$ cat config.mk
export PLATFORM = sky130hd
export DESIGN_NAME = bpe_ctrl
export DESIGN_NICKNAME = d
export VERILOG_FILES = /design/src/hw/bpe_retention_mem.v /design/src/hw/bpe_ctrl.v
export VERILOG_INCLUDE_DIRS = /design/src /design/src/hw
export SDC_FILE = /design/constraint.sdc
export NUM_CORES = 1
export LEC_CHECK = 0
export ABC_AREA = 1
export BUFFER_PORTS_ARGS = -buffer_cell sky130_fd_sc_hd__buf_2
export CAP_MARGIN = 10
export CORE_MARGIN = 5
export CORE_UTILIZATION = 33
export CTS_CLUSTER_SIZE = 14
export DETAILED_ROUTE_END_ITERATION = 16
export GPL_ROUTABILITY_DRIVEN = 0
export PLACE_DENSITY = 0.59
export SLEW_MARGIN = 20
export SYNTH_ARGS = -nofsm -noshare
export SYNTH_HDL_FRONTEND = slang
export SYNTH_SLANG_ARGS = --single-unit
$ cat constraint.sdc
create_clock -name clk -period 3.6 [get_ports clk]
set_clock_uncertainty 0.2 [all_clocks]
set_input_delay 0.18 -clock clk [delete_from_list [all_inputs] [get_ports clk]]
set_output_delay 0.18 -clock clk [all_outputs]
set_load 0.02 [all_outputs]
$ cat src/hw/bpe_defs.vh
`ifndef BPE_DEFS_VH
`define BPE_DEFS_VH

// Bus geometry
`define BPE_ADDR_W        8
`define BPE_DATA_W        32

// Register byte offsets
`define BPE_OFS_INTR      8'h00
`define BPE_OFS_MASK      8'h04
`define BPE_OFS_MASKED    8'h08
`define BPE_OFS_CTL       8'h0C
`define BPE_OFS_STATUS    8'h10
`define BPE_OFS_BREG      8'h40
`define BPE_BREG_COUNT    16
`define BPE_BREG_AW       4

// Interrupt bit positions
`define BPE_IRQ_FIRST_ALARM_IRQ    0
`define BPE_IRQ_SECOND_ALARM_IRQ    1
`define BPE_IRQ_ROLL      2
`define BPE_IRQ_W         3

// Regulator control field positions
`define BPE_CTL_KEY_LSB   0
`define BPE_CTL_KEY_MSB   7
`define BPE_CTL_POL       8
`define BPE_CTL_OUTEN     9
`define BPE_CTL_FORCE     10
`define BPE_CTL_EN        11

// Status bit positions
`define BPE_ST_OUT        0
`define BPE_ST_OE         1
`define BPE_ST_WAKEIN     2

// Reset values and constants
`define BPE_RST_MASK      3'h0
`define BPE_RST_KEY       8'h00
`define BPE_RST_POL       1'b1
`define BPE_RST_OUTEN     1'b1
`define BPE_RST_FORCE     1'b1
`define BPE_RST_EN        1'b1
`define BPE_UNLOCK_KEY    8'h3A
`define BPE_YEAR_LAST     8'h99
`define BPE_YEAR_FIRST    8'h00

`endif

$ cat src/hw/bpe_retention_mem.v
`timescale 1ns/10ps
`include "bpe_defs.vh"

module bpe_retention_mem #(
  parameter DATA_W = `BPE_DATA_W,
  parameter DEPTH  = `BPE_BREG_COUNT,
  parameter AW     = `BPE_BREG_AW
) (
  input  wire              clk,     // Backup clock
  input  wire              rst_n,   // Sync reset, read port only
  input  wire              ce,      // Clock enable
  input  wire              wrEn,    // Write strobe
  input  wire [AW-1:0]     wrAddr,  // Write word index
  input  wire [DATA_W-1:0] wrData,  // Write data
  input  wire [3:0]        wrBe,    // Byte enables
  input  wire              rdEn,    // Read strobe
  input  wire [AW-1:0]     rdAddr,  // Read word index
  output reg  [DATA_W-1:0] rdData   // Registered read data
);

  // Contents are never reset so they survive any reset of the logic
  reg [DATA_W-1:0] mem [0:DEPTH-1];
  integer b;

  always @(posedge clk) begin
    if (ce && wrEn) begin
      for (b = 0; b < 4; b = b + 1) begin
        if (wrBe[b]) begin
          mem[wrAddr][b*8 +: 8] <= wrData[b*8 +: 8];
        end
      end
    end
  end

  always @(posedge clk) begin
    if (!rst_n) begin
      rdData <= {DATA_W{1'b0}};
    end else if (ce && rdEn) begin
      rdData <= mem[rdAddr];
    end
  end

endmodule

$ cat src/hw/bpe_ctrl.v
// Implementation choices: the Avalon-MM register port and the address map.
`timescale 1ns/10ps
`include "bpe_defs.vh"


module bpe_ctrl #(
  parameter ADDR_W = `BPE_ADDR_W,
  parameter DATA_W = `BPE_DATA_W,
  parameter BREG_N = `BPE_BREG_COUNT,
  parameter BREG_AW = `BPE_BREG_AW
) (
  input  wire              clk,             // Backup-domain clock
  input  wire              rst_n,           // Backup-domain reset
  input  wire              ce,              // Clock enable
  input  wire [ADDR_W-1:0] address,         // Avalon byte address
  input  wire              read,            // Avalon read
  input  wire              write,           // Avalon write
  input  wire [DATA_W-1:0] writedata,       // Avalon write data
  input  wire [3:0]        byteenable,      // Avalon byte enables
  output wire [DATA_W-1:0] readdata,        // Avalon read data
  output wire              waitrequest,     // Avalon wait
  input  wire              firstAlarmIrq,   // First alarm event pulse
  input  wire              secondAlarmIrq,  // Second alarm event pulse
  input  wire [7:0]        yearBcd,         // Calendar year, BCD
  input  wire              regulatorWakeInput,  // Wake input pin
  output reg               regulatorWakeOutput, // Power IC enable
  output reg               regulatorWakeOe,     // Pin output enable
  output reg               irq              // Interrupt level
);

  function [31:0] mergeBytes;
    input [31:0] oldWord;
    input [31:0] newWord;
    input [3:0]  be;
    integer i;
    begin
      mergeBytes = oldWord;
      for (i = 0; i < 4; i = i + 1) begin
        if (be[i]) begin
          mergeBytes[i*8 +: 8] = newWord[i*8 +: 8];
        end
      end
    end
  endfunction

  function isKey;
    input [7:0] key;
    begin
      isKey = (key == `BPE_UNLOCK_KEY);
    end
  endfunction

  // One-hot register select, shared by the read mux and the write strobes
  function [4:0] regSel;
    input [ADDR_W-1:0] addr;
    begin
      case (addr)
        `BPE_OFS_INTR:   regSel = 5'h01;
        `BPE_OFS_MASK:   regSel = 5'h02;
        `BPE_OFS_MASKED: regSel = 5'h04;
        `BPE_OFS_CTL:    regSel = 5'h08;
        `BPE_OFS_STATUS: regSel = 5'h10;
        default:         regSel = 5'h00;
      endcase
    end
  endfunction

  // Retention window; the upper bound is the last word, so it cannot wrap
  function inBreg;
    input [ADDR_W-1:0] addr;
    begin
      inBreg = (addr >= `BPE_OFS_BREG) &&
               (addr <= `BPE_OFS_BREG + 8'h3C);
    end
  endfunction

  // Bus handshake states; every access sees exactly one wait cycle
  localparam [0:0] BUS_IDLE   = 1'b0;
  localparam [0:0] BUS_ANSWER = 1'b1;

  // Bus handshake state
  reg [0:0]          busState;
  reg [0:0]          next_busState;
  reg [DATA_W-1:0]   regRdata;
  reg                rdFromMem;

  // Register state
  reg [`BPE_IRQ_W-1:0] intReq;
  reg [`BPE_IRQ_W-1:0] intMask;
  reg [7:0]            unlockKey;
  reg                  wakePolarity;
  reg                  pinOutEn;
  reg                  forceOn;
  reg                  enableBit;
  reg [7:0]            yearPrev;
  reg                  yearSeen;

  // Next values
  reg [`BPE_IRQ_W-1:0] next_intReq;
  reg [`BPE_IRQ_W-1:0] next_intMask;
  reg [7:0]            next_unlockKey;
  reg                  next_wakePolarity;
  reg                  next_pinOutEn;
  reg                  next_forceOn;
  reg                  next_enableBit;

  wire                 request;
  wire                 ack;
  wire                 take;
  wire                 wrCommit;
  wire                 isBreg;
  wire [BREG_AW-1:0]   bregIdx;
  wire [DATA_W-1:0]    memRdata;
  wire [`BPE_IRQ_W-1:0] evtVec;
  wire [`BPE_IRQ_W-1:0] maskedReq;
  wire                 rollEvt;
  wire                 wakeEvt;
  wire                 keyOk;
  wire [31:0]          ctlWord;
  wire [31:0]          ctlNew;
  wire [31:0]          maskNew;
  wire [31:0]          clrWord;
  wire                 wrIntr;
  wire                 wrMask;
  wire                 wrCtl;
  wire [2:0]           statusWord;
  wire [4:0]           sel;

  // One wait cycle per access; the answer stands at the second edge
  assign request     = read | write;
  assign take        = request & ~ack;
  assign wrCommit    = ack & write;
  assign waitrequest = request & ~ack;
  assign readdata    = rdFromMem ? memRdata : regRdata;

  assign isBreg  = inBreg(address);
  assign bregIdx = address[BREG_AW+1:2];
  assign sel     = regSel(address);

  assign wrIntr = wrCommit && sel[0];
  assign wrMask = wrCommit && sel[1];
  assign wrCtl  = wrCommit && sel[3];

  // Idle takes a request; answer lowers waitrequest for one cycle
  always @* begin
    next_busState = busState;
    case (busState)
      BUS_IDLE: begin
        if (request) begin
          next_busState = BUS_ANSWER;
        end
      end
      BUS_ANSWER: begin
        next_busState = BUS_IDLE;
      end
      default: begin
        next_busState = BUS_IDLE;
      end
    endcase
  end

  always @(posedge clk) begin
    if (!rst_n) begin
      busState <= BUS_IDLE;
    end else if (ce) begin
      busState <= next_busState;
    end
  end

  assign ack = (busState == BUS_ANSWER);

  // Read data are latched in the wait cycle so they stand at the answer edge
  always @(posedge clk) begin
    if (!rst_n) begin
      regRdata  <= {DATA_W{1'b0}};
      rdFromMem <= 1'b0;
    end else if (ce && take && read) begin
      rdFromMem <= isBreg;
      case (sel)
        5'h01:   regRdata <= {29'h0, intReq};
        5'h02:   regRdata <= {29'h0, intMask};
        5'h04:   regRdata <= {29'h0, maskedReq};
        5'h08:   regRdata <= ctlWord;
        5'h10:   regRdata <= {29'h0, statusWord};
        default: regRdata <= {DATA_W{1'b0}};
      endcase
    end
  end

  // Retention words have no reset; they outlive the control logic
  bpe_retention_mem #(
    .DATA_W (DATA_W),
    .DEPTH  (BREG_N),
    .AW     (BREG_AW)
  ) uRetention (
    .clk    (clk),
    .rst_n  (rst_n),
    .ce     (ce),
    .wrEn   (wrCommit & isBreg),
    .wrAddr (bregIdx),
    .wrData (writedata),
    .wrBe   (byteenable),
    .rdEn   (take & read & isBreg),
    .rdAddr (bregIdx),
    .rdData (memRdata)
  );

  // Year rollover watch; the first sample only primes the history
  always @(posedge clk) begin
    if (!rst_n) begin
      yearPrev <= 8'h00;
      yearSeen <= 1'b0;
    end else if (ce) begin
      yearPrev <= yearBcd;
      yearSeen <= 1'b1;
    end
  end

  assign rollEvt = yearSeen && (yearPrev == `BPE_YEAR_LAST) &&
                   (yearBcd == `BPE_YEAR_FIRST);

  assign evtVec = {rollEvt, secondAlarmIrq, firstAlarmIrq};
  assign maskedReq = intReq & intMask;

  // Byte enables decide which lanes of a register a write may touch
  assign maskNew = mergeBytes({29'h0, intMask}, writedata, byteenable);
  assign clrWord = mergeBytes(32'h0, writedata, byteenable);

  always @* begin
    next_intMask = intMask;
    if (wrMask) begin
      next_intMask = maskNew[`BPE_IRQ_W-1:0];
    end
  end

  // Write one to clear; a new event in the same cycle keeps its bit
  always @* begin
    next_intReq = intReq;
    if (wrIntr) begin
      next_intReq = intReq & ~clrWord[`BPE_IRQ_W-1:0];
    end
    next_intReq = next_intReq | evtVec;
  end

  // Wake sources for the regulator
  // The wake input is a level and keeps setting the enable while high, but only while the polarity bit is set
  assign wakeEvt = (|(evtVec & intMask)) |
                   (regulatorWakeInput & wakePolarity);

  assign keyOk = isKey(unlockKey);

  assign ctlWord = {20'h0, enableBit, forceOn, pinOutEn,
                    wakePolarity, unlockKey};
  assign ctlNew  = mergeBytes(ctlWord, writedata, byteenable);

  always @* begin
    next_unlockKey    = unlockKey;
    next_wakePolarity = wakePolarity;
    next_pinOutEn     = pinOutEn;
    next_forceOn      = forceOn;
    next_enableBit    = enableBit;
    if (wrCtl) begin
      next_unlockKey    = ctlNew[`BPE_CTL_KEY_MSB:`BPE_CTL_KEY_LSB];
      next_wakePolarity = ctlNew[`BPE_CTL_POL];
      next_pinOutEn     = ctlNew[`BPE_CTL_OUTEN];
      // Key checked is the one already stored, not the one being written
      if (keyOk) begin
        next_enableBit = ctlNew[`BPE_CTL_EN];
      end
      // Setting force-on needs no key, so a stray write can only turn it on
      if (ctlNew[`BPE_CTL_FORCE]) begin
        next_forceOn = 1'b1;
      end else if (keyOk) begin
        next_forceOn = 1'b0;
      end
    end
    if (wakeEvt) begin
      next_enableBit = 1'b1;
    end
  end

  always @(posedge clk) begin
    if (!rst_n) begin
      intReq  <= {`BPE_IRQ_W{1'b0}};
      intMask <= `BPE_RST_MASK;
      irq     <= 1'b0;
    end else if (ce) begin
      intReq  <= next_intReq;
      intMask <= next_intMask;
      irq     <= |(next_intReq & next_intMask);
    end
  end

  always @(posedge clk) begin
    if (!rst_n) begin
      unlockKey    <= `BPE_RST_KEY;
      wakePolarity <= `BPE_RST_POL;
      pinOutEn     <= `BPE_RST_OUTEN;
      forceOn      <= `BPE_RST_FORCE;
      enableBit    <= `BPE_RST_EN;
    end else if (ce) begin
      unlockKey    <= next_unlockKey;
      wakePolarity <= next_wakePolarity;
      pinOutEn     <= next_pinOutEn;
      forceOn      <= next_forceOn;
      enableBit    <= next_enableBit;
    end
  end

  // Pin drivers; reset stands for loss of backup power
  always @(posedge clk) begin
    if (!rst_n) begin
      regulatorWakeOutput <= 1'b1;
      regulatorWakeOe     <= 1'b1;
    end else if (ce) begin
      regulatorWakeOutput <= next_forceOn | next_enableBit;
      regulatorWakeOe     <= next_forceOn | next_pinOutEn |
                             ~isKey(next_unlockKey);
    end
  end

  assign statusWord = {regulatorWakeInput, regulatorWakeOe,
                       regulatorWakeOutput};

endmodule

-- Word level (Yosys, flattened, before mapping)
Memory sizes are Yosys's and may differ from the RTL's. A register that Yosys moved wholly into a read port is not among the register bits.
Index checks and enable logic that the tools add are counted.
- logic and storage cells: 96
- RAM bits: 512
- memories: 1
- bits of input ports: 60
- output and inout bits: 36
- register bits: 64
- memories (memory ; words ; width ; rd ports ; clocked after memory_dff ; wr ports ; RTL line ; source):
    uRetention.mem ; 16 ; 32 ; 1 ; 1 ; 1 ; bpe_retention_mem.v:22 ; reg [DATA_W-1:0] mem [0:DEPTH-1];
- muxes and demuxes: 31
- order comparisons: 2
- bitwise logic cells: 19
- equal/unequal tests: 12
- reduce and logical (&&, ||, !) cells: 16
- operators by type and width (cell ; number):
    one-hot mux 12 bit (5 select lines) ; 1
    two-way mux 32 bit ; 1
    one-hot mux 5 bit (5 select lines) ; 1
    two-way mux 1 bit ; 20
    == test 8 x 4 -> 1 bit (second input constant) ; 2
    == test 8 x 6 -> 1 bit (second input constant) ; 2
    zero test 8 bit ; 2
    two-way mux 8 bit ; 2
    bitwise AND 3 bit ; 4
    two-way mux 3 bit ; 4
    logical AND 1 bit ; 10
    == test 8 x 3 -> 1 bit (second input constant) ; 1
    == test 8 x 5 -> 1 bit (second input constant) ; 1
    == test 8 bit (second input constant) ; 1
    >= comparator 8 x 7 -> 1 bit (second input constant) ; 1
    <= comparator 8 x 7 -> 1 bit (second input constant) ; 1
    bitwise AND 1 bit ; 6
    OR reduction 3 bit ; 2
    == test 5 x 1 -> 1 bit (second input constant) ; 1
    == test 5 x 2 -> 1 bit (second input constant) ; 1
    == test 5 x 3 -> 1 bit (second input constant) ; 1
    == test 5 x 4 -> 1 bit (second input constant) ; 1
    == test 5 bit (second input constant) ; 1
    OR 1 bit ; 5
    other kinds (7) ; 8

-- Logic depth before layout (Yosys ltp)
- depth in word-level cells: 8
- depth in mapped cells: 13
- depth with buffers taken out: 13

-- Modules after synthesis
From an unflattened synthesis, not the netlist that was laid out.
- cell total of the unflattened synthesis: 2396
- area, all modules: 24947.7 µm²
- modules (own cells, without submodules) (module ; sequential area each (µm²) ; cells each ; area each (µm²) ; instances):
    bpe_retention_mem ; 16015.4 ; 1951 ; 22223.8 ; 1
    bpe_ctrl ; 880.8 ; 445 ; 2723.9 ; 1

-- Least setup slack after synthesis
OpenSTA, ideal clock, no wires.
- path kind: input-to-reg
- start: input port address[3]
- end: memory uRetention.mem[15][24] (netlist name), enable pin
- required time: 3.030 ns
- slack: 1.607 ns
- cell stages on the path: 8
- setup time: 0.370 ns
- arrival: 1.422 ns
- cell sequence: nand2_1 -> nor2_1 -> a21oi_1 -> inv_1 -> nor3_2 -> nand2_1 -> buf_2 -> nor2_1
- cells in the longest elaborated chain, start to end: 6
- elaborated cells on any way between the ends: 7
- RTL lines (what ; RTL line ; source):
    start: declaration ; bpe_ctrl.v:15 ; input wire [ADDR_W-1:0] address,
    >= comparator 8 x 7 -> 1 bit (no line) / <= comparator 8 x 7 -> 1 bit (equally long branches) ; n/a ;
    logical AND 1 bit ; bpe_ctrl.v:72 ; inBreg = (addr >= `BPE_OFS_BREG) &&
    bitwise AND 1 bit ; bpe_ctrl.v:199 ; .wrEn (wrCommit & isBreg),
    logical AND 1 bit ; bpe_retention_mem.v:26 ; if (ce && wrEn) begin
    two-way mux 1 bit ; bpe_retention_mem.v:26 ;
    two-way mux 1 bit (not written as such) ; bpe_retention_mem.v:29 ; mem[wrAddr][b*8 +: 8] <= wrData[b*8 +: 8];
    end: declaration ; bpe_retention_mem.v:22 ;
Several ways; a longest one is shown, not always the timed one.

-- Final worst setup path
- start: input port address[7]
- end: register irq
- cells in the longest elaborated chain, start to end: 7
- elaborated cells on any way between the ends: 13
- RTL lines (what ; RTL line ; source):
    == test 8 x 5 -> 1 bit, or another cell as far along ; bpe_ctrl.v:57 ; case (addr)
    one-hot mux 5 bit (5 select lines) (*) ; bpe_ctrl.v:57 ;
    logical AND 1 bit ; bpe_ctrl.v:140 ; assign wrIntr = wrCommit && sel[0];
    two-way mux 3 bit ; bpe_ctrl.v:239 ; if (wrIntr) begin
    OR 3 bit ; bpe_ctrl.v:242 ; next_intReq = next_intReq | evtVec;
    bitwise AND 3 bit (*) ; bpe_ctrl.v:290 ; irq <= |(next_intReq & next_intMask);
    OR reduction 3 bit (*) ; bpe_ctrl.v:290 ;
    end signal: assignment ; bpe_ctrl.v:290 ;
    end: declaration ; bpe_ctrl.v:28 ; output reg irq
Every way passes the cells marked *; elsewhere a longest branch is shown, timed or not.
A chain may end at the register's enable or synchronous reset.

==> impl_metrics.yaml <==
critical_path:
  cp_data_arrival_time_ns: 3.64
  path_cells: "dlygate4sd3_1 > buf_2 > nor2_1 > dlygate4sd3_1 > nand2_1 > dlygate4sd3_1 > nor2_2 > dlygate4sd3_1 > nand2_2 > o21ai_0 > nand2_1 > nand2_1 > nand2_1 > a21oi_1"
  critical_path.max_fanout: 5
  critPathLaunchType: "primary input"
  reg2reg_to: "wakePolarity"
  criticalPathCategory: "primary input to flip-flop"
  slowest_stage: "dlygate4sd3_1"
  crit_family: "buffers and inverters"
  crit_buf_inv: 5
  r2r-start: "ack"
  crit_end: "irq"
  worst-r2r-setup-slack_ns: 0.50
  reg2regPathDepth: 8
  crit_start: "address[7]"
  cp.required_ns: 3.91
  end_kind: "flip-flop"
  crit_cells: 14
  slowest_delay_ns: 0.62
placed_design:
  hpwl_microns: 41800
  portBuffers: 95
  dp_cells: 2856
floorplan:
  dieArea_sq_mm: 0.0750
  io_pins: 96
  die_h_microns: 274
  die_w_microns: 274
  row_count: 96
  core_area_sq_mm: 0.0688
  start_util_pct: 33.4
timing:
  fin_crit_ns: 3.33
  rsz0062_at_grt: "false"
  max_slew_margin_pct: 41.0
  max_freq_mhz: 301
  setup_viol: 0
  timing.hold.ws_ns: 0.0600
  final_hold_viol_count: 0
  fin_crit_sh_pct: 92.4
  tns_ns: 0
  slew_violations: 0
  worstMarginPinSlew_ns: 0.880
clocking:
  cts_sinks: 588
  clkSlewWorstSetupHoldPaths_ns: 0.06
  tritoncts: "built"
  cts_root_buf: "clkbuf_16"
  cts_resized: 0
  clock_path_buffers: 3
  numCtsBuffers: 59
  clock_latency_ns: 0.63
  htree_levels: 2
global_route:
  antenna_found_initial: 0
  grt_pass1_vias: 15688
  grt-ovfl-total: 0
  grt_use_total_pct: 17.2
  grt_pass1_wl_microns: 98000
  grt_start_max_net_pins: 64
logic_synthesis:
  yosysSeqAreaShare_pct: 73.6
  synth_cell_types: 35
  syn_nets: 1895
  ys_ff_latch: 588
  syn_area_per_cell_sq_um: 12.5
  syn_area_sq_mm: 0.0230
  synthCells: 1835
  yosysWarnings: 0
detailed_routing:
  drc: 0
  wire_per_inst_microns: 21.8
  vias: 15614
  via_per_inst: 5.15
  totalWireLength_microns: 66100
  firstDrtPassIters: 5
  drtIter0Drc: 1748
  ant_nets: 0
hold_path:
  hold_path_class: "primary input to flip-flop"
  hold_depth: 6
pwr:
  seqPwrFrac_pct: 50.8
  combPwrFrac_pct: 5.6
  clockPowerShare_pct: 43.5
  peakVddDrop_v: 0.000437
  p_per_area_mw_per_mm2: 533
  swShare_pct: 22.0
  internal-power_w: 0.0115
  p_sw_w: 0.00323
  total_power_w: 0.0147
  leakagePower_nw: 9.93
layout:
  layout-drive-gt1-share_pct: 14.7
  final_nets: 2109
  final_util_pct: 40.1
  instances_no_fill: 3031
  syn_to_final_growth_pct: 20.1
run_status:
  outcome: "complete, no violations"
flow_run:
  maxCapViolations: 0
cell type report:
cell class | instances | area [sq um]
tap | 931 | 1160
timing repair buffer | 257 | 1890
inverter | 93 | 352
fill | 6478 | 41200
multi-input combinational | 1050 | 5250
sequential | 588 | 16900
clock buffer | 76 | 1630
antenna | 1 | 2.50
clock inverter | 35 | 403
cell usage after synthesis:
| cell | instances | area, sq um |
|---|---|---|
| mux2_2 | 1 | 11.3 |
| a22oi_1 | 200 | 1500 |
| o31ai_1 | 1 | 7.51 |
| a31oi_1 | 1 | 6.26 |
| o211ai_1 | 2 | 15.0 |
| nor2_2 | 3 | 18.8 |
| edfxtp_1 | 512 | 15400 |
| clkinv_1 | 1 | 3.75 |
| a211oi_1 | 12 | 90.1 |
| clkbuf_1 | 44 | 165 |
| nand2_1 | 413 | 1550 |
| nor2_4 | 3 | 33.8 |
| nand2_2 | 2 | 12.5 |
| buf_4 | 7 | 52.6 |
| nand3_2 | 1 | 10.0 |
| o21bai_1 | 1 | 7.51 |
| o221ai_1 | 1 | 8.76 |
| buf_6 | 2 | 22.5 |
| nand2_4 | 1 | 11.3 |
| buf_1 | 7 | 26.3 |
| o21ai_0 | 83 | 415 |
| a21oi_1 | 91 | 455 |
| inv_1 | 88 | 330 |
| nand3b_1 | 2 | 15.0 |
| nor2_8 | 1 | 20.0 |
| mux2i_1 | 1 | 10.0 |
| and3_1 | 8 | 50.1 |
| nor3_2 | 1 | 10.0 |
| inv_2 | 4 | 15.0 |
| nand4_1 | 31 | 194 |
| nand3_1 | 40 | 200 |
| dfxtp_1 | 76 | 1520 |
| buf_2 | 44 | 220 |
| nor2_1 | 135 | 507 |
| nor3_1 | 15 | 75.1 |
cells in the final DEF, fill, tap and decap left out, types with 5 or more instances in the layout:
cell           synthesis  layout
a211oi_1              12      12
a21oi_1               91      91
a22oi_1              200     200
and3_1                 8       8
buf_2                 44      95
buf_4                  7      96
bufinv_16              0       8
clkbuf_1              44      10
clkbuf_16              0      61
clkbuf_8               0       5
clkinv_1               1       6
clkinv_2               0      12
clkinvlp_4             0       6
dfxtp_1               76      75
dlygate4sd3_1          0      63
edfxtp_1             512     512
inv_1                 88      88
nand2_1              413     413
nand3_1               40      40
nand4_1               31      31
nor2_1               135     134
nor2_4                 3       5
nor3_1                15      15
o21ai_0               83      83
worst min-delay path by stage:
stage	start	endpoint	slack [ns]
after global routing	byteenable[2]	uRetention.mem[11][16]	0.1
after detailed placement	yearBcd[6]	yearPrev[6]	0.24
after global placement	yearBcd[6]	yearPrev[6]	0.23
final	address[4]	uRetention.rdData[0]	0.06
after floorplan	writedata[0]	uRetention.mem[0][0]	0.08
after CTS	address[4]	uRetention.rdData[0]	0.03
tightest hold or removal path, delay by kind of cell:
family,cells,cell delay (ns)
and+or+nand+nor,4,0.40
AOI/OAI and AO/OA,1,0.08
buffers and inverters,1,0.16
stage by stage:
stage / cell area, sq um / setup slack (ns)
floorplan: 23000 / 1.61
global placement: 24900 / 1.00
detailed placement: 24900 / 0.898
CTS: 27600 / 0.329
global route: 27600 / 0.0948
finish: 27600 / 0.272
logic make-up (layout without fill, tap and decap cells):
| kind of cell | count (synthesis) | in the layout | synth area share, % |
|---|---|---|---|
| compound gates | 392 | 392 | 10.9 |
| mux | 2 | 2 | 0.0926 |
| flops | 588 | 588 | 73.6 |
| simple gates | 656 | 656 | 11.8 |
| other cells | 0 | 1 | 0 |
| buf+inv | 197 | 461 | 3.64 |
per-layer routing:
layer	routed length [microns]	global-route usage, %	vias to the layer above
met5	0	0	-
met4	1940	5.38	0
met3	5280	3.47	114
met2	30100	27.5	678
met1	28800	23.9	7744
li1	-	-	7078
state kept, by name, summed over array words and instances, names as in the netlist, 3 cells and up:
name               cells
intMask                3
uRetention.rdData     32
uRetention.mem       512
yearPrev               8
intReq                 3
regRdata              12
unlockKey              8
power by group through the flow:
stage | registers, W | clock network, W | logic (W)
2_1_floorplan | 0.00761 | 0 | 0.000408
3_3_place_gp | 0.00761 | 0 | 0.000763
3_5_place_dp | 0.00761 | 0 | 0.000768
4_1_cts | 0.00747 | 0.00649 | 0.000826
5_1_grt | 0.00747 | 0.00677 | 0.000900
6_report | 0.00747 | 0.00640 | 0.000829
repair_timing:
item                      in CTS  in global routing
hold buffers                  63                  0
setup buffers                  0                  0
hold endpoints to repair     556                  0
Power figures use the tool's default switching activity.
